==> config.mk <==
export PLATFORM = sky130hd
export DESIGN_NAME = chaa_arbiter
export DESIGN_NICKNAME = d
export VERILOG_FILES = /design/src/logic/chaa_pkg.sv /design/src/logic/chaa_arbiter.sv
export SDC_FILE = /design/constraint.sdc
export NUM_CORES = 1
export LEC_CHECK = 0
export ABC_AREA = 1
export BUFFER_PORTS_ARGS = -buffer_cell sky130_fd_sc_hd__buf_2
export CAP_MARGIN = 20
export CELL_PAD_IN_SITES_DETAIL_PLACEMENT = 1
export CELL_PAD_IN_SITES_GLOBAL_PLACEMENT = 1
export CORE_ASPECT_RATIO = 1.2
export CORE_UTILIZATION = 45
export DETAILED_ROUTE_END_ITERATION = 8
export PLACE_DENSITY = 0.92
export SLEW_MARGIN = 10
export SYNTH_ARGS = -nofsm -noshare
export SYNTH_HDL_FRONTEND = slang
export SYNTH_SLANG_ARGS = --single-unit
==> constraint.sdc <==
create_clock -name sys_clk_i -period 2.65 [get_ports sys_clk_i]
set_clock_uncertainty 0.05 [all_clocks]
set_input_delay 0 -clock sys_clk_i [delete_from_list [all_inputs] [get_ports sys_clk_i]]
set_output_delay 0 -clock sys_clk_i [all_outputs]
set_load 0.005 [all_outputs]
==> src/logic/chaa_pkg.sv <==
package chaa_pkg;
  // Register indices
  localparam logic [7:0] CHAA_REG_THROTTLE  = 8'h08;
  localparam logic [7:0] CHAA_REG_LOCK      = 8'h0B;
  localparam logic [7:0] CHAA_REG_RESETMODE = 8'h0C;
  localparam logic [7:0] CHAA_REG_STATUS    = 8'h10;
  // Field positions and control register index
  localparam int CHAA_LOCK_BIT      = 0;
  localparam int CHAA_SLMODE_BIT    = 3;
  localparam int CHAA_DUR_MSB       = 6;
  localparam int CHAA_THR_HOLD_BIT  = 7;
  localparam int CHAA_CTL_SLOW_BIT  = 0;
  localparam int CHAA_CTL_FLUSH_BIT = 1;
  localparam int CHAA_CTL_WBMODE_BIT = 2;
  localparam logic [7:0] CHAA_REG_CONTROL = 8'h11;
  // Reset values
  localparam logic [7:0] CHAA_RST_BYTE = 8'h00;
  // Timing
  localparam int CHAA_CLK_MHZ       = 100;
  localparam int CHAA_MASTER_SET_NS = 90;
  localparam int CHAA_MASTER_SET_CYC = (CHAA_MASTER_SET_NS * CHAA_CLK_MHZ + 999) / 1000;
  localparam int CHAA_WB_HOLD_CYC   = 4;
  localparam int CHAA_DMACLK_KHZ    = 8000;
  localparam int CHAA_DMACLK_DIV    = (CHAA_CLK_MHZ * 1000) / CHAA_DMACLK_KHZ;
endpackage

==> src/logic/chaa_arbiter.sv <==
`timescale 1ns/100ps
// Notes on behaviour
// Hidden refresh and DMA grant are never active together.
// Hidden refresh runs under CPU or local master without raising hold.
// Partner chip arbitrates granted refresh against ISA cycles.
// Original mode: CPU reset waits until CPU leaves hold.
// SL mode: reset raises hold, applied when hold and acknowledge both active.
// Other arbitration keeps running while SL reset is pending.
// Reset mode register bit selects original or SL mode.
// Power-good reset goes straight to the CPU.
// DMA hold during VL ownership drops local grant until request released.
// Throttle hold is ORed into CPU hold, outside arbitration; code ORs it into arb_hold_want, gated by lock and write-back.
// Write-back request drops hold while the current grant stays.
// Owner at write-back keeps the bus until write-back ends.
// Two write-back modes: follow request, or fixed four cycles.
// DMA owner with write-back floats upper address lines.
// Arbitration lock stops hold rising, leaves active hold alone.
// Lock plus SL mode leaves reset pending until lock is cleared.
// Bus withheld from CPU and VL 90 ns after ISA master ends.
// Throttle: each refresh request holds CPU for programmed time, optional flush.
// Throttle hold and flush have separate enables.
// Throttling active when register enable or slow input asserted.
// Throttle duration counted in 8 MHz cycles, up to 127.
// Slow and write-back inputs are synchronised first.
module chaa_arbiter
  import chaa_pkg::*;
(
  input  wire logic       sys_clk_i,           // System clock
  input  wire logic       srst_i,              // Sync reset, active high
  input  wire logic [7:0] reg_addr_i,          // Register index
  input  wire logic [7:0] reg_wdata_i,         // Write data
  input  wire logic       reg_wr_i,            // Write strobe
  input  wire logic       reg_rd_i,            // Read strobe
  output logic      [7:0] reg_rdata_o,         // Read data
  input  wire logic       power_good_reset_i,  // Power-good system reset
  input  wire logic       cpu_reset_req_i,     // CPU reset request pulse
  input  wire logic       soft_reset_req_i,    // Soft reset request pulse
  output logic            cpu_reset_o,         // CPU reset
  output logic            soft_cpu_reset_o,    // CPU soft reset
  output logic            hold_o,              // CPU hold request
  input  wire logic       hlda_i,              // CPU hold acknowledge
  input  wire logic       dma_hold_i,          // DMA hold, synchronous
  output logic            dma_grant_n_o,       // DMA grant, low active
  input  wire logic       vl_req_n_i,          // VL request, low active
  output logic            vl_grant_n_o,        // VL grant, low active
  input  wire logic       refresh_req_i,       // Timer-1 refresh pulse
  output logic            hidden_refresh_o,    // Refresh granted to partner
  input  wire logic       refresh_done_i,      // Refresh finished pulse
  input  wire logic       isa_master_n_i,      // ISA master, low active
  input  wire logic       slow_req_n_i,        // External slow request
  input  wire logic       write_back_request_n_i, // Write-back, low active
  output logic            addr_float_o,        // Float A8:9, A17:23
  output logic            flush_n_o            // Cache flush, low active
);

  typedef enum {CHAA_IDLE, CHAA_CPU_HOLDING, CHAA_DMA, CHAA_VL, CHAA_VL_PREEMPT, CHAA_SETTLE} chaa_own_type;

  chaa_own_type own_r;
  logic [7:0] thr_r, lock_r, mode_r, ctl_r;
  logic       slow_s1_r, slow_s2_r, wb_s1_r, wb_s2_r, wb_prev_r;
  logic       hold_r, reset_pend_r, soft_pend_r, refresh_pend_r, refresh_act_r;
  logic [3:0] wb_cnt_r;
  logic       wb_block_r;
  logic [3:0] settle_r;
  logic [3:0] div_r;
  logic [6:0] thr_cnt_r;
  logic       thr_act_r;
  logic       throttle_on, arb_hold_want, hold_nxt, wb_active, sl_mode;

  assign sl_mode = mode_r[CHAA_SLMODE_BIT];

  // ------------------------------------------------------------
  // Register port
  // ------------------------------------------------------------
  always_ff @(posedge sys_clk_i) begin
    if (srst_i) begin
      thr_r  <= CHAA_RST_BYTE;
      lock_r <= CHAA_RST_BYTE;
      mode_r <= CHAA_RST_BYTE;
      ctl_r  <= CHAA_RST_BYTE;
    end else if (reg_wr_i) begin
      case (reg_addr_i)
        CHAA_REG_THROTTLE:  thr_r  <= reg_wdata_i;
        CHAA_REG_LOCK:      lock_r <= reg_wdata_i;
        // reset mode select
        CHAA_REG_RESETMODE: mode_r <= reg_wdata_i;
        CHAA_REG_CONTROL:   ctl_r  <= reg_wdata_i;
        default: ;
      endcase
    end
  end

  always_ff @(posedge sys_clk_i) begin
    if (srst_i) begin
      reg_rdata_o <= 8'h00;
    end else if (reg_rd_i) begin
      case (reg_addr_i)
        CHAA_REG_THROTTLE:  reg_rdata_o <= thr_r;
        CHAA_REG_LOCK:      reg_rdata_o <= lock_r;
        CHAA_REG_RESETMODE: reg_rdata_o <= mode_r;
        CHAA_REG_CONTROL:   reg_rdata_o <= ctl_r;
        CHAA_REG_STATUS:    reg_rdata_o <= {2'h0, thr_act_r, wb_active, refresh_act_r,
                                            soft_pend_r, reset_pend_r, hold_r};
        default:            reg_rdata_o <= 8'h00;
      endcase
    end else begin
      reg_rdata_o <= 8'h00;
    end
  end

  // ------------------------------------------------------------
  // Input synchronisers
  // ------------------------------------------------------------
  // two-flop sync
  always_ff @(posedge sys_clk_i) begin
    if (srst_i) begin
      slow_s1_r <= 1'b1;
      slow_s2_r <= 1'b1;
      wb_s1_r   <= 1'b1;
      wb_s2_r   <= 1'b1;
      wb_prev_r <= 1'b1;
    end else begin
      slow_s1_r <= slow_req_n_i;
      slow_s2_r <= slow_s1_r;
      wb_s1_r   <= write_back_request_n_i;
      wb_s2_r   <= wb_s1_r;
      wb_prev_r <= wb_s2_r;
    end
  end

  assign wb_active = ~wb_s2_r;

  // ------------------------------------------------------------
  // Write-back hold removal
  // ------------------------------------------------------------
  // legacy follows request, other mode fixed window
  always_ff @(posedge sys_clk_i) begin
    if (srst_i) begin
      wb_cnt_r   <= 4'h0;
      wb_block_r <= 1'b0;
    end else if (wb_active && wb_prev_r) begin
      wb_block_r <= 1'b1;
      wb_cnt_r   <= 4'(CHAA_WB_HOLD_CYC - 1);
    end else if (!ctl_r[CHAA_CTL_WBMODE_BIT]) begin
      wb_block_r <= wb_active;
      wb_cnt_r   <= 4'h0;
    end else if (wb_cnt_r != 4'h0) begin
      wb_cnt_r <= wb_cnt_r - 4'h1;
    end else begin
      wb_block_r <= 1'b0;
    end
  end

  // ------------------------------------------------------------
  // ISA master settling
  // ------------------------------------------------------------
  // 90 ns guard after master ends
  always_ff @(posedge sys_clk_i) begin
    if (srst_i) begin
      settle_r <= 4'h0;
    end else begin
      // Reloaded while the master owns the bus, so the count runs from its release
      if (!isa_master_n_i) begin
        settle_r <= 4'(CHAA_MASTER_SET_CYC);
      end else if (settle_r != 4'h0) begin
        // Long enough for the slow open-collector rise
        settle_r <= settle_r - 4'h1;
      end
    end
  end

  // ------------------------------------------------------------
  // Performance throttle
  // ------------------------------------------------------------
  // register OR external slow
  assign throttle_on = ctl_r[CHAA_CTL_SLOW_BIT] | ~slow_s2_r;

  always_ff @(posedge sys_clk_i) begin
    if (srst_i) begin
      div_r     <= 4'h0;
      thr_cnt_r <= 7'h00;
      thr_act_r <= 1'b0;
    end else begin
      div_r <= (div_r == 4'(CHAA_DMACLK_DIV - 1)) ? 4'h0 : div_r + 4'h1;
      // refresh starts pulse; 8 MHz ticks
      if (throttle_on && refresh_req_i && thr_r[CHAA_DUR_MSB:0] != 7'h00) begin
        thr_act_r <= 1'b1;
        thr_cnt_r <= thr_r[CHAA_DUR_MSB:0];
      end else if (thr_act_r && div_r == 4'h0) begin
        if (thr_cnt_r <= 7'h01) begin
          thr_act_r <= 1'b0;
          thr_cnt_r <= 7'h00;
        end else begin
          thr_cnt_r <= thr_cnt_r - 7'h01;
        end
      end
    end
  end

  // separate flush enable
  always_ff @(posedge sys_clk_i) begin
    if (srst_i) begin
      flush_n_o <= 1'b1;
    end else begin
      flush_n_o <= ~(thr_act_r & ctl_r[CHAA_CTL_FLUSH_BIT]);
    end
  end

  // ------------------------------------------------------------
  // Hidden refresh vs DMA
  // ------------------------------------------------------------
  always_ff @(posedge sys_clk_i) begin
    if (srst_i) begin
      refresh_pend_r <= 1'b0;
      refresh_act_r  <= 1'b0;
    end else begin
      if (refresh_req_i) begin
        refresh_pend_r <= 1'b1;
      end else if (refresh_pend_r && !refresh_act_r && own_r != CHAA_DMA && !dma_hold_i) begin
        refresh_pend_r <= 1'b0;
      end
      // never start under DMA; no hold needed
      if (refresh_act_r && refresh_done_i) begin
        refresh_act_r <= 1'b0;
      end else if (refresh_pend_r && own_r != CHAA_DMA && !dma_hold_i) begin
        refresh_act_r <= 1'b1;
      end
    end
  end

  always_ff @(posedge sys_clk_i) begin
    if (srst_i) begin
      hidden_refresh_o <= 1'b0;
    end else begin
      // partner orders refresh against ISA cycles
      hidden_refresh_o <= refresh_act_r;
    end
  end

  // ------------------------------------------------------------
  // Ownership
  // ------------------------------------------------------------
  always_ff @(posedge sys_clk_i) begin
    if (srst_i) begin
      own_r <= CHAA_IDLE;
    end else begin
      case (own_r)
        CHAA_IDLE: begin
          if (dma_hold_i || !vl_req_n_i) begin
            own_r <= CHAA_CPU_HOLDING;
          end
        end
        CHAA_CPU_HOLDING: begin
          if (hold_r && hlda_i && dma_hold_i && !refresh_act_r) begin
            own_r <= CHAA_DMA;
          end else if (hold_r && hlda_i && !vl_req_n_i && settle_r == 4'h0) begin
            own_r <= CHAA_VL;
          end else if (!dma_hold_i && vl_req_n_i) begin
            own_r <= CHAA_IDLE;
          end
        end
        // owner kept across write-back
        CHAA_DMA: begin
          if (!dma_hold_i && !wb_active) begin
            own_r <= CHAA_SETTLE;
          end
        end
        CHAA_VL: begin
          // DMA preempts VL master
          if (dma_hold_i && !wb_active) begin
            own_r <= CHAA_VL_PREEMPT;
          end else if (vl_req_n_i && !wb_active) begin
            own_r <= CHAA_IDLE;
          end
        end
        CHAA_VL_PREEMPT: begin
          if (vl_req_n_i) begin
            own_r <= CHAA_CPU_HOLDING;
          end
        end
        CHAA_SETTLE: begin
          if (isa_master_n_i && settle_r == 4'h0) begin
            own_r <= CHAA_IDLE;
          end
        end
        default: own_r <= CHAA_IDLE;
      endcase
    end
  end

  always_ff @(posedge sys_clk_i) begin
    if (srst_i) begin
      dma_grant_n_o <= 1'b1;
      vl_grant_n_o  <= 1'b1;
    end else begin
      // grant stays through write-back
      dma_grant_n_o <= ~(own_r == CHAA_DMA);
      vl_grant_n_o  <= ~(own_r == CHAA_VL);
    end
  end

  // ------------------------------------------------------------
  // CPU hold and reset
  // ------------------------------------------------------------
  // reset hold joins other requests
  assign arb_hold_want = (own_r != CHAA_IDLE) | (sl_mode & (reset_pend_r | soft_pend_r))
                       | (thr_act_r & thr_r[CHAA_THR_HOLD_BIT]);

  always_comb begin
    hold_nxt = arb_hold_want;
    // lock stops rising only
    if (lock_r[CHAA_LOCK_BIT] && !hold_r) begin
      hold_nxt = 1'b0;
    end
    // write-back drops hold
    if (wb_block_r) begin
      hold_nxt = 1'b0;
    end
  end

  // throttle ORed into hold
  always_ff @(posedge sys_clk_i) begin
    if (srst_i) begin
      hold_r <= 1'b0;
    end else begin
      hold_r <= hold_nxt;
    end
  end

  assign hold_o = hold_r;

  always_ff @(posedge sys_clk_i) begin
    if (srst_i) begin
      reset_pend_r     <= 1'b0;
      soft_pend_r      <= 1'b0;
      cpu_reset_o      <= 1'b0;
      soft_cpu_reset_o <= 1'b0;
    end else begin
      cpu_reset_o      <= 1'b0;
      soft_cpu_reset_o <= 1'b0;
      if (power_good_reset_i) begin
        // power-good reset unarbitrated
        cpu_reset_o  <= 1'b1;
        reset_pend_r <= 1'b0;
        soft_pend_r  <= 1'b0;
      end else begin
        // SL mode needs hold and acknowledge; lock leaves it pending
        if (sl_mode ? (hold_r && hlda_i) : (!hold_r && !hlda_i)) begin
          // original mode waits out hold
          cpu_reset_o      <= reset_pend_r;
          soft_cpu_reset_o <= soft_pend_r;
          reset_pend_r     <= cpu_reset_req_i;
          soft_pend_r      <= soft_reset_req_i;
        end else begin
          reset_pend_r <= reset_pend_r | cpu_reset_req_i;
          soft_pend_r  <= soft_pend_r | soft_reset_req_i;
        end
      end
    end
  end

  // float address for DMA write-back
  always_ff @(posedge sys_clk_i) begin
    if (srst_i) begin
      addr_float_o <= 1'b0;
    end else begin
      addr_float_o <= (own_r == CHAA_DMA) & wb_active;
    end
  end

endmodule

==> results of run 1 <==
state kept, by name, summed over array words and instances, names as in the netlist, 3 cells and up:
register	cells
reg_rdata_o	8
ctl_r	8
mode_r	8
div_r	4
thr_r	8
own_r	3
lock_r	8
thr_cnt_r	7
wb_cnt_r	4
settle_r	4
final cells by class:
| class | count | area (um2) | area share |
|---|---|---|---|
| clock buffers | 14 | 163 | 0.0358 |
| repair buffers | 71 | 470 | 0.104 |
| clock inverters | 2 | 60.1 | 0.0132 |
| inverters | 75 | 282 | 0.0620 |
| flip-flops and latches | 81 | 1620 | 0.357 |
| multi-input cells | 352 | 1800 | 0.396 |
| well taps | 114 | 143 | 0.0314 |
| diodes | 1 | 2.50 | 0.000551 |
worst max-delay path by stage:
stage	slack [ns]	cells past startpoint	startpoint	to
final	0.57	8	srst_i	soft_pend_r$_SDFF_PP0_
after global routing	0.46	8	srst_i	soft_pend_r$_SDFF_PP0_
after CTS	0.65	8	srst_i	soft_pend_r$_SDFF_PP0_
after detailed placement	0.92	8	reg_addr_i[6]	thr_r[6]$_SDFFE_PP0P_
after global placement	1.06	8	reg_addr_i[6]	thr_r[6]$_SDFFE_PP0P_
after floorplan	1.26	7	div_r[0]$_SDFF_PP0_	thr_cnt_r[2]$_SDFFE_PP0P_
power by group:
| group | switching (uW) | internal [uW] | total (uW) | leakage (uW) |
|---|---|---|---|---|
| clock | 437 | 584 | 1020 | 0.000111 |
| combinational | 284 | 161 | 445 | 0.00118 |
| sequential | 47.7 | 1270 | 1320 | 0.000657 |
| total | 769 | 2010 | 2780 | 0.00195 |
worst max-delay path: stages:
cell and delay [ns]:
dlygate4sd3_1 0.53, buf_2 0.13, buf_4 0.19, nor2_1 0.19, nand2_1 0.06, dlygate4sd3_1 0.55
o21ai_0 0.09, dlygate4sd3_1 0.57
layout by cell type (no fill, tap or decap), types with 5 or more instances in the layout:
| cell type | Yosys | layout |
|---|---|---|
| o21ai_0 | 45 | 45 |
| buf_2 | 5 | 46 |
| a21oi_1 | 41 | 41 |
| or2_2 | 5 | 5 |
| dlygate4sd3_1 | 0 | 21 |
| nand3_1 | 65 | 65 |
| inv_1 | 71 | 71 |
| dfxtp_1 | 81 | 81 |
| nand4_1 | 9 | 9 |
| nand2_1 | 61 | 61 |
| ha_1 | 8 | 8 |
| clkbuf_8 | 0 | 11 |
| nor2_1 | 80 | 80 |
synthesized netlist by cell type:
| master | number | area [um2] |
|---|---|---|
| dfxtp_1 | 81 | 1620 |
| nor2_1 | 80 | 300 |
| inv_1 | 71 | 267 |
| nand3_1 | 65 | 325 |
| nand2_1 | 61 | 229 |
| o21ai_0 | 45 | 225 |
| a21oi_1 | 41 | 205 |
| nand4_1 | 9 | 56.3 |
| ha_1 | 8 | 100 |
| clkbuf_1 | 7 | 26.3 |
| buf_2 | 5 | 25.0 |
| or2_2 | 5 | 31.3 |
| inv_2 | 4 | 15.0 |
| nor3_4 | 4 | 65.1 |
| nand2_2 | 3 | 18.8 |
| o21ai_1 | 3 | 15.0 |
| o21ai_2 | 3 | 26.3 |
| xnor2_1 | 3 | 26.3 |
| buf_6 | 2 | 22.5 |
| nand3_2 | 2 | 20.0 |
| nand3b_1 | 2 | 15.0 |
| nor3_1 | 2 | 10.0 |
| nor4_1 | 2 | 12.5 |
| o211ai_1 | 2 | 15.0 |
| o21a_1 | 2 | 15.0 |
| o22ai_1 | 2 | 12.5 |
| xor2_1 | 2 | 17.5 |
| a21boi_0 | 1 | 7.51 |
| buf_4 | 1 | 7.51 |
| nand3_4 | 1 | 17.5 |
| nor2_2 | 1 | 6.26 |
| nor2_4 | 1 | 11.3 |
| o21bai_1 | 1 | 7.51 |
| or3b_2 | 1 | 8.76 |
routing by layer:
layer	wire, um	up-vias
met1	4620	1826
met5	0	-
met2	6260	93
met4	281	0
li1	-	1839
met3	488	23
through the flow:
step / setup WS, ns / std cells / util / hold WS (ns) / power (uW)
3_5_place_dp: 0.916 / 672 / 0.504 / 0.140 / 1740
3_3_place_gp: 1.06 / 672 / 0.504 / 0.136 / 1720
5_1_grt: 0.461 / 710 / 0.557 / 0.0500 / 2910
4_1_cts: 0.646 / 709 / 0.557 / 0.00980 / 2780
6_report: 0.574 / 710 / 0.557 / 0.0277 / 2780
2_1_floorplan: 1.26 / 523 / - / 0.0538 / 1600
kinds of logic (layout without fill, tap and decap cells):
logic type               after synthesis  after routing  share of synthesized area
buffers and inverters                 90            162                     0.0959
AND/OR/NAND/NOR                      239            239                      0.298
XOR/XNOR                               5              5                     0.0116
adder cells (fa/ha/maj)                8              8                     0.0264
flip-flops                            81             81                      0.428
other                                  0              1                          0
AO/OA/AOI/OAI                        100            100                      0.140
==> results.ini, run 1 <==
[outcome]
status=finished clean

[synthesis]
ys_seq_elements=81
yosysWarnings=0
syn_nets=562
synth.distinct_cells=34
syn_area_per_cell_um2=7.24
synth.cell_area_mm2=0.00378
netlist_instances=523
yosysSeqAreaShare=0.428

[floorplanning]
fp.dieW_um=85.7
start_util=0.464
io-pin-count=47
row_count=36
core_mm2=0.00815
fp.dieH_um=102
dieArea_mm2=0.00878

[cts]
h-tree-depth=3
cts_resized=0
clk_latency_ns=0.36
cts_setup_buffers=0
clockBufferDepth=2
cts_tree=yes
numCtsBuffers=9
cts.sinks=81
cts-root-buf=clkbuf_8
clk_pin_slew_ns=0.08
ctsHoldBuffers=21

[global_route]
grt_use_met3=0.0557
grt_first_pass_wirelength_um=19200
grt_antenna_before_repair=1
grt_usage=0.285
grt_max_degree=27
grt.busiest_layer=met2
grt_use_met1=0.321
globalRouteOverflowTotal=0
grt_pass1_vias=3955
met2_usage=0.526

[sta]
fmax_ghz=0.482
min_period_ns=2.08
setup_viol=0
slew_viol_final=0
setup_tns_ns=0
hold_viol=0
period_share=0.783
worst_slew_pin_slew_ns=0.814
grt_setup_unrepaired=no
slew_headroom=0.457

[final_layout]
nFillCells=1058
drive_gt1_frac=0.148
nets=629
areaGrowthSynthToFinish_pct=20.0
stdcell_area_mm2=0.00454

[worst_hold_path]
whs_endpoint=refresh_act_r$_SDFFE_PP0P_
hold_path.class=primary input to flop
hp-start=dma_hold_i
min_path_cells=4

[setup_path]
critPathKind=primary input to flop
r2r_start=hold_o$_SDFF_PP0_
r2r_cells=4
arrival_ns=2.33
cp.required_ns=2.90
path_max_fanout=17
r2r_slack_ns=0.78
worstSetupStartpointType=primary input
end_kind=flop
reg2reg_to=soft_pend_r$_SDFF_PP0_

[route]
ant_nets=0
drc_errors=0
routedWlPerCell_um=16.4
via_count=3781
routed_wl_um=11600
drt_iter0_markers=195
dr.pass1.iters=4
routed_via_density=5.33

[placement]
gp_congestion=0.848
dpl_cell_area_mm2=0.00411
hpwl_um=7720
port_buffers=46

[pwr]
power_leakage_uw=0.00195
power_density_mw_per_mm2=613
ir_drop_v=0.000482

[job]
drv_cap=0

No activity file was read; power rests on OpenSTA's default activity.
==> inputs of run 2 (changes only) <==
--- a/config.mk
+++ b/config.mk
@@ -11,9 +11,9 @@
 export CELL_PAD_IN_SITES_DETAIL_PLACEMENT = 1
 export CELL_PAD_IN_SITES_GLOBAL_PLACEMENT = 1
 export CORE_ASPECT_RATIO = 1.2
-export CORE_UTILIZATION = 45
+export CORE_UTILIZATION = 38
 export DETAILED_ROUTE_END_ITERATION = 8
-export PLACE_DENSITY = 0.92
+export PLACE_DENSITY = 0.84
 export SLEW_MARGIN = 10
 export SYNTH_ARGS = -nofsm -noshare
 export SYNTH_HDL_FRONTEND = slang
==> constraint.sdc (replaced) <==
create_clock -name sys_clk_i -period 1.9 [get_ports sys_clk_i]
set_clock_uncertainty 0.05 [all_clocks]
set_input_delay 0 -clock sys_clk_i [delete_from_list [all_inputs] [get_ports sys_clk_i]]
set_output_delay 0 -clock sys_clk_i [all_outputs]
set_load 0.005 [all_outputs]
==> run 2 against run 1 <==
  * Worst hold slack got worse by 0.010 ns
  * Count of clock-buffer cells in the layout did not move
  * Clock power increased by 75%
  * Setup slack worse by 0.48 ns
  * Largest power group unchanged
  * Highest routed layer unchanged
==> results.ini, run 2 (synthesis results as in run 1) <==
[sta]
setup_tns_ns=0  ; unchanged
worst_slew_pin_slew_ns=0.690  ; -0.124 ns
setup_viol=0  ; unchanged
period_share=0.951
hold_viol=0  ; unchanged
fmax_ghz=0.553
slew_headroom=0.540  ; +0.0829
min_period_ns=1.81
slew_viol_final=0  ; unchanged
grt_setup_unrepaired=no

[final_layout]
areaGrowthSynthToFinish_pct=24.0
nets=636  ; +1.1%
nFillCells=1245  ; +18%
drive_gt1_frac=0.166  ; +0.0182
final_common_cell=dfxtp_1
final_cell_mix=dfxtp_1 (81), nor2_1 (79), inv_1 (71)
diodes=0  ; -1
layout.cells.non_filler=725  ; +2.1%

[cts]
clockBufferDepth=2  ; unchanged
numCtsBuffers=9  ; unchanged
cts.sinks=81  ; unchanged
cts_tree=yes
cts_setup_buffers=0  ; unchanged
clk_pin_slew_ns=0.06  ; -0.02 ns
h-tree-depth=3  ; unchanged
clk_latency_ns=0.34  ; -0.02 ns
cts-root-buf=clkbuf_16

[setup_path]
critPathKind=primary input to flop
reg2reg_to=soft_pend_r$_SDFF_PP0_
r2r_cells=4  ; unchanged
cp_common_cell=dlygate4sd3_1
r2r_start=hold_o$_SDFF_PP0_
crit_end=soft_pend_r$_SDFF_PP0_
worstSetupStartpointType=primary input
critPathMaxStageDelay_ns=0.56  ; about the same
critical_path.startpoint=power_good_reset_i
cp.required_ns=2.13  ; -0.77 ns
path_max_fanout=3  ; -14
arrival_ns=2.04  ; -0.29 ns
critPathSlowestCell=dlygate4sd3_1
r2r_slack_ns=0.17  ; -0.61 ns
end_kind=flop
path_cells=dlygate4sd3_1 -> buf_2 -> nor2_2 -> nand2_1 -> dlygate4sd3_1 -> o21ai_0 -> dlygate4sd3_1

[job]
drv_cap=0  ; unchanged

[route]
via_count=3683  ; -2.6%
routed_wl_um=10800  ; -7.1%
drt_iter0_markers=128  ; -34%
routedWlPerCell_um=14.9  ; -9.0%
drc_errors=0  ; unchanged
ant_nets=0  ; unchanged
routed_via_density=5.08  ; -4.6%
dr.pass1.iters=4  ; unchanged

[global_route]
grt_first_pass_wirelength_um=17900  ; -7.1%
grt_antenna_before_repair=0  ; -1
grt_max_degree=21  ; -22%
globalRouteOverflowTotal=0  ; unchanged
grt_usage=0.220  ; -0.0649
grt_pass1_vias=3782  ; -4.4%

[pwr]
power_density_mw_per_mm2=899  ; +47%
ir_drop_v=0.000483  ; about the same
power_leakage_uw=0.00203  ; +4.1%

[floorplanning]
io-pin-count=47  ; unchanged
fp.dieH_um=111  ; +8.6%
start_util=0.394  ; -0.0705
core_mm2=0.00961  ; +18%
fp.dieW_um=93.1  ; +8.6%
row_count=39  ; +8.3%
dieArea_mm2=0.0104  ; +18%

[placement]
place_inst=691  ; +2.8%
port_buffers=46  ; unchanged
gp_congestion=0.872  ; +2.9%
hpwl_um=7930  ; +2.7%

[worst_hold_path]
hold_path.class=primary input to flop

[outcome]
status=finished clean

-- run 2: changes by cell type in the layout (fill, tap and decap cells not counted), sizes merged --
cell         delta
buf            +10
bufinv          -1
diode           -1
clkinv          +1
dlygate4sd3     -3
-- run 2: metrics by stage --
step | worst slack [ns] | cell area (um2) | total power [uW] | utilization | hold slack, ns
after floorplan | 0.512 | 3780 | 2240 | - | 0.0538
after global placement | 0.343 | 4190 | 2400 | 0.436 | 0.137
after detailed placement | 0.248 | 4190 | 2440 | 0.436 | 0.139
after CTS | 0.0766 | 4680 | 4250 | 0.487 | 0.0143
after global routing | 0.00975 | 4690 | 4420 | 0.488 | 0.0299
final | 0.0923 | 4690 | 4220 | 0.488 | 0.0175
-- run 2: timing repair --
item,CTS,global route
hold buffers,18,0
resized for setup,0,2
endpoints found under the hold margin,32,0
setup endpoints to repair,0,2
-- run 2: cell type report --
class,instances,area (um2),share of cell area
Multi-Input combinational cell,352,1810,0.386
Tap cell,123,154,0.0328
Timing Repair Buffer,78,515,0.110
Sequential cell,81,1620,0.346
Clock inverter,2,35.0,0.00747
Clock buffer,14,274,0.0584
Inverter,75,282,0.0600
-- run 2: worst max-delay path, delay by kind of cell --
family / cells / cell delay [ns]
AND/OR/NAND/NOR: 2 / 0.18
buffers and inverters: 4 / 1.79
AO/OA/AOI/OAI: 1 / 0.07
-- run 2: metal layers --
metal,routed length [um],GRT usage,part of all wire
met1,4680,0.258,0.43
met2,5540,0.388,0.51
met3,391,0.0501,0.036
met4,215,0.0821,0.020
met5,0,0,0
-- run 2: worst min path at each step --
stage	start	to	depth (start not counted)	slack, ns
6_report	srst_i	thr_cnt_r[3]$_SDFFE_PP0P_	3	0.02
5_1_grt	srst_i	thr_cnt_r[2]$_SDFFE_PP0P_	3	0.03
4_1_cts	dma_hold_i	refresh_act_r$_SDFFE_PP0P_	4	0.01
3_5_place_dp	write_back_request_n_i	wb_s1_r$_SDFF_PP1_	2	0.14
3_3_place_gp	write_back_request_n_i	wb_s1_r$_SDFF_PP1_	2	0.14
2_1_floorplan	slow_req_n_i	slow_s1_r$_SDFF_PP1_	1	0.05
-- run 2: power breakdown --
part	switching [uW]	leakage (uW)	total (uW)	internal (uW)
clock	658	0.000153	1780	1120
combinational	378	0.00122	606	227
sequential	60.1	0.000657	1830	1770
total	1100	0.00203	4220	3120
==> inputs of run 3 (changes only) <==
--- a/config.mk
+++ b/config.mk
@@ -10,7 +10,7 @@
 export CAP_MARGIN = 20
 export CELL_PAD_IN_SITES_DETAIL_PLACEMENT = 1
 export CELL_PAD_IN_SITES_GLOBAL_PLACEMENT = 1
-export CORE_ASPECT_RATIO = 1.2
+export CORE_ASPECT_RATIO = 0.7
 export CORE_UTILIZATION = 38
 export DETAILED_ROUTE_END_ITERATION = 8
 export PLACE_DENSITY = 0.84
==> constraint.sdc (replaced) <==
create_clock -name sys_clk_i -period 1.9 [get_ports sys_clk_i]
set_clock_uncertainty 0.05 [all_clocks]
set_input_delay 0.095 -clock sys_clk_i [delete_from_list [all_inputs] [get_ports sys_clk_i]]
set_output_delay 0.095 -clock sys_clk_i [all_outputs]
set_load 0.005 [all_outputs]
==> run 3 against run 2 <==
  * Worst hold slack gained 0.014 ns
  * Power grew 2.1%
  * Combinational power fell by 3%
  * Core utilization is 1.6 points lower
  * Non-clock buffer count shrank 16
  * Sequential share of layout area up 0.90 points
  * Critical path depth up 3
  * Count of clock-buffer cells in the layout shrank 4
  * Die area about the same
  * Fmax increased by 9.9%
  * Global-route usage rose by 0.90 points
  * Wire length increased by 1.8%
  * Largest cell class unchanged
  * Largest power group is now clock
==> results.ini, run 3 (synthesis results as in run 1) <==
[setup_path]
path_cells=dlygate4sd3_1 -> buf_2 -> inv_1 -> a21oi_1 -> o21ai_4 -> inv_1 -> nand2_1 -> nand2_1 -> inv_1 -> a21oi_1
cp.required_ns=2.12  ; about the same
critPathMaxStageDelay_ns=0.52  ; -0.04 ns
r2r_start=thr_r[4]$_SDFFE_PP0P_
cp.buffers_inverters=5  ; +1
end_kind=flop
critical_path.startpoint=refresh_req_i
path_max_fanout=17  ; +14
worstSetupStartpointType=primary input
cp_common_cell=inv_1
cp_top_family=buffers and inverters
critPathSlowestCell=dlygate4sd3_1
arrival_ns=1.87  ; -0.17 ns
r2r_slack_ns=0.26  ; +0.08 ns
critPathKind=primary input to flop

[cts]
cts.sinks=81  ; unchanged
h-tree-depth=3  ; unchanged
clockBufferDepth=2  ; unchanged
cts_setup_buffers=0  ; unchanged
clk_pin_slew_ns=0.06  ; about the same
cts_tree=yes
cts-root-buf=clkbuf_16
clk_latency_ns=0.34  ; about the same
numCtsBuffers=9  ; unchanged

[global_route]
grt_first_pass_wirelength_um=18400  ; +2.9%
grt_max_degree=51  ; +140%
grt_pass1_vias=3788  ; +0.16%
grt_antenna_before_repair=0  ; unchanged
grt_usage=0.229  ; +0.00902
globalRouteOverflowTotal=0  ; unchanged

[final_layout]
nets=620  ; -2.5%
final_cell_mix=dfxtp_1 (81), nor2_1 (80), inv_1 (71)
areaGrowthSynthToFinish_pct=20.8
diodes=0  ; unchanged
drive_gt1_frac=0.161  ; -0.00543
final_common_cell=dfxtp_1
nFillCells=1265  ; +1.6%

[route]
drt_iter0_markers=177  ; +38%
drc_errors=0  ; unchanged
routed_wl_um=11000  ; +1.8%
via_count=3685  ; +0.054%
routedWlPerCell_um=15.5  ; +3.5%
ant_nets=0  ; unchanged
dr.pass1.iters=4  ; unchanged
routed_via_density=5.17  ; +1.7%

[sta]
hold_slack_ns=0.0311  ; +0.0136 ns
grt_setup_unrepaired=no
min_period_ns=1.65  ; -0.163 ns
hold_viol=0  ; unchanged
setup_viol=0  ; unchanged
period_share=0.866  ; -0.0856
slew_headroom=0.625  ; +0.0854
fmax_ghz=0.608  ; +9.9%
slew_viol_final=0  ; unchanged
setup_tns_ns=0  ; unchanged
worst_slew_pin_slew_ns=0.561  ; -0.129 ns

[floorplanning]
fp.dieW_um=121  ; +30%
io-pin-count=47  ; unchanged
row_count=30  ; -23%
core_mm2=0.00968  ; +0.74%
dieArea_mm2=0.0104  ; about the same
start_util=0.391  ; -0.00290
fp.dieH_um=85.5  ; -23%

[worst_hold_path]
hp-start=reg_wdata_i[7]
hold_path.class=primary input to flop

[job]
drv_cap=0  ; unchanged

[pwr]
power_leakage_uw=0.00196  ; -3.4%
ir_drop_v=0.000483  ; +0.13%
power_density_mw_per_mm2=942  ; +4.7%

[placement]
hpwl_um=7710  ; -2.7%
port_buffers=46  ; unchanged
gp_congestion=0.839  ; -3.9%

[outcome]
status=finished clean

## run 3: changes by cell type in the layout (fill, tap and decap cells not counted), sizes merged
cell	before	now
bufinv	1	2
buf	60	54
clkbuf	14	10
dlygate4sd3	18	8
clkinvlp	0	2
## run 3: where the power goes
part	total (uW)	switching, uW	internal [uW]	leakage, uW
logic	590	382	209	0.00116
clock network	1880	708	1180	0.000151
registers	1830	61.1	1770	0.000657
total	4310	1150	3160	0.00196
## run 3: what timing repair did
item,CTS,global route
hold endpoints to repair,8,0
resized for setup,0,1
hold buffers,8,0
setup endpoints to repair,0,4
## run 3: final timing paths
path	cells past startpoint	to
min reg2reg	1	wb_s2_r$_SDFF_PP1_
min	3	mode_r[7]$_SDFFE_PP0P_
max reg2reg	8	thr_cnt_r[0]$_SDFFE_PP0P_
max	10	thr_cnt_r[2]$_SDFFE_PP0P_
## run 3: worst reg2reg max path, cell delays in order, from the launching register on
cell and delay [ns]:
dfxtp_1 0.36, nor2_1 0.16, nand2_1 0.13, o21ai_4 0.38, inv_1 0.18, nand2_1 0.12, nand3_1 0.08, nand2_1 0.06
inv_1 0.03
## run 3: area by class of cell
| class | instances | area, um2 | share of cell area |
|---|---|---|---|
| multi-input combinational | 352 | 1810 | 0.395 |
| sequential | 81 | 1620 | 0.355 |
| timing repair buffer | 62 | 383 | 0.0837 |
| inverter | 75 | 282 | 0.0616 |
| clock buffer | 10 | 239 | 0.0523 |
| tap | 128 | 160 | 0.0350 |
| clock inverter | 5 | 80.1 | 0.0175 |
## run 3: metal layers
layer,share of wire,global-route usage,routed length [um],vias up
li1,-,-,-,1818
met1,0.44,0.278,4870,1770
met2,0.49,0.397,5390,78
met3,0.047,0.0552,518,19
met4,0.022,0.0831,238,0
met5,0,0,0,-
## run 3: per-stage QoR
step / power, uW / instance area [um2] / utilization / setup slack, ns / instances
after detailed placement: 2440 / 4170 / 0.430 / 0.214 / 690
final: 4310 / 4570 / 0.472 / 0.255 / 713
after global placement: 2400 / 4170 / 0.430 / 0.311 / 690
after floorplan: 2240 / 3780 / - / 0.512 / 523
after global routing: 4500 / 4570 / 0.472 / 0.115 / 713
after CTS: 4350 / 4570 / 0.471 / 0.0912 / 713
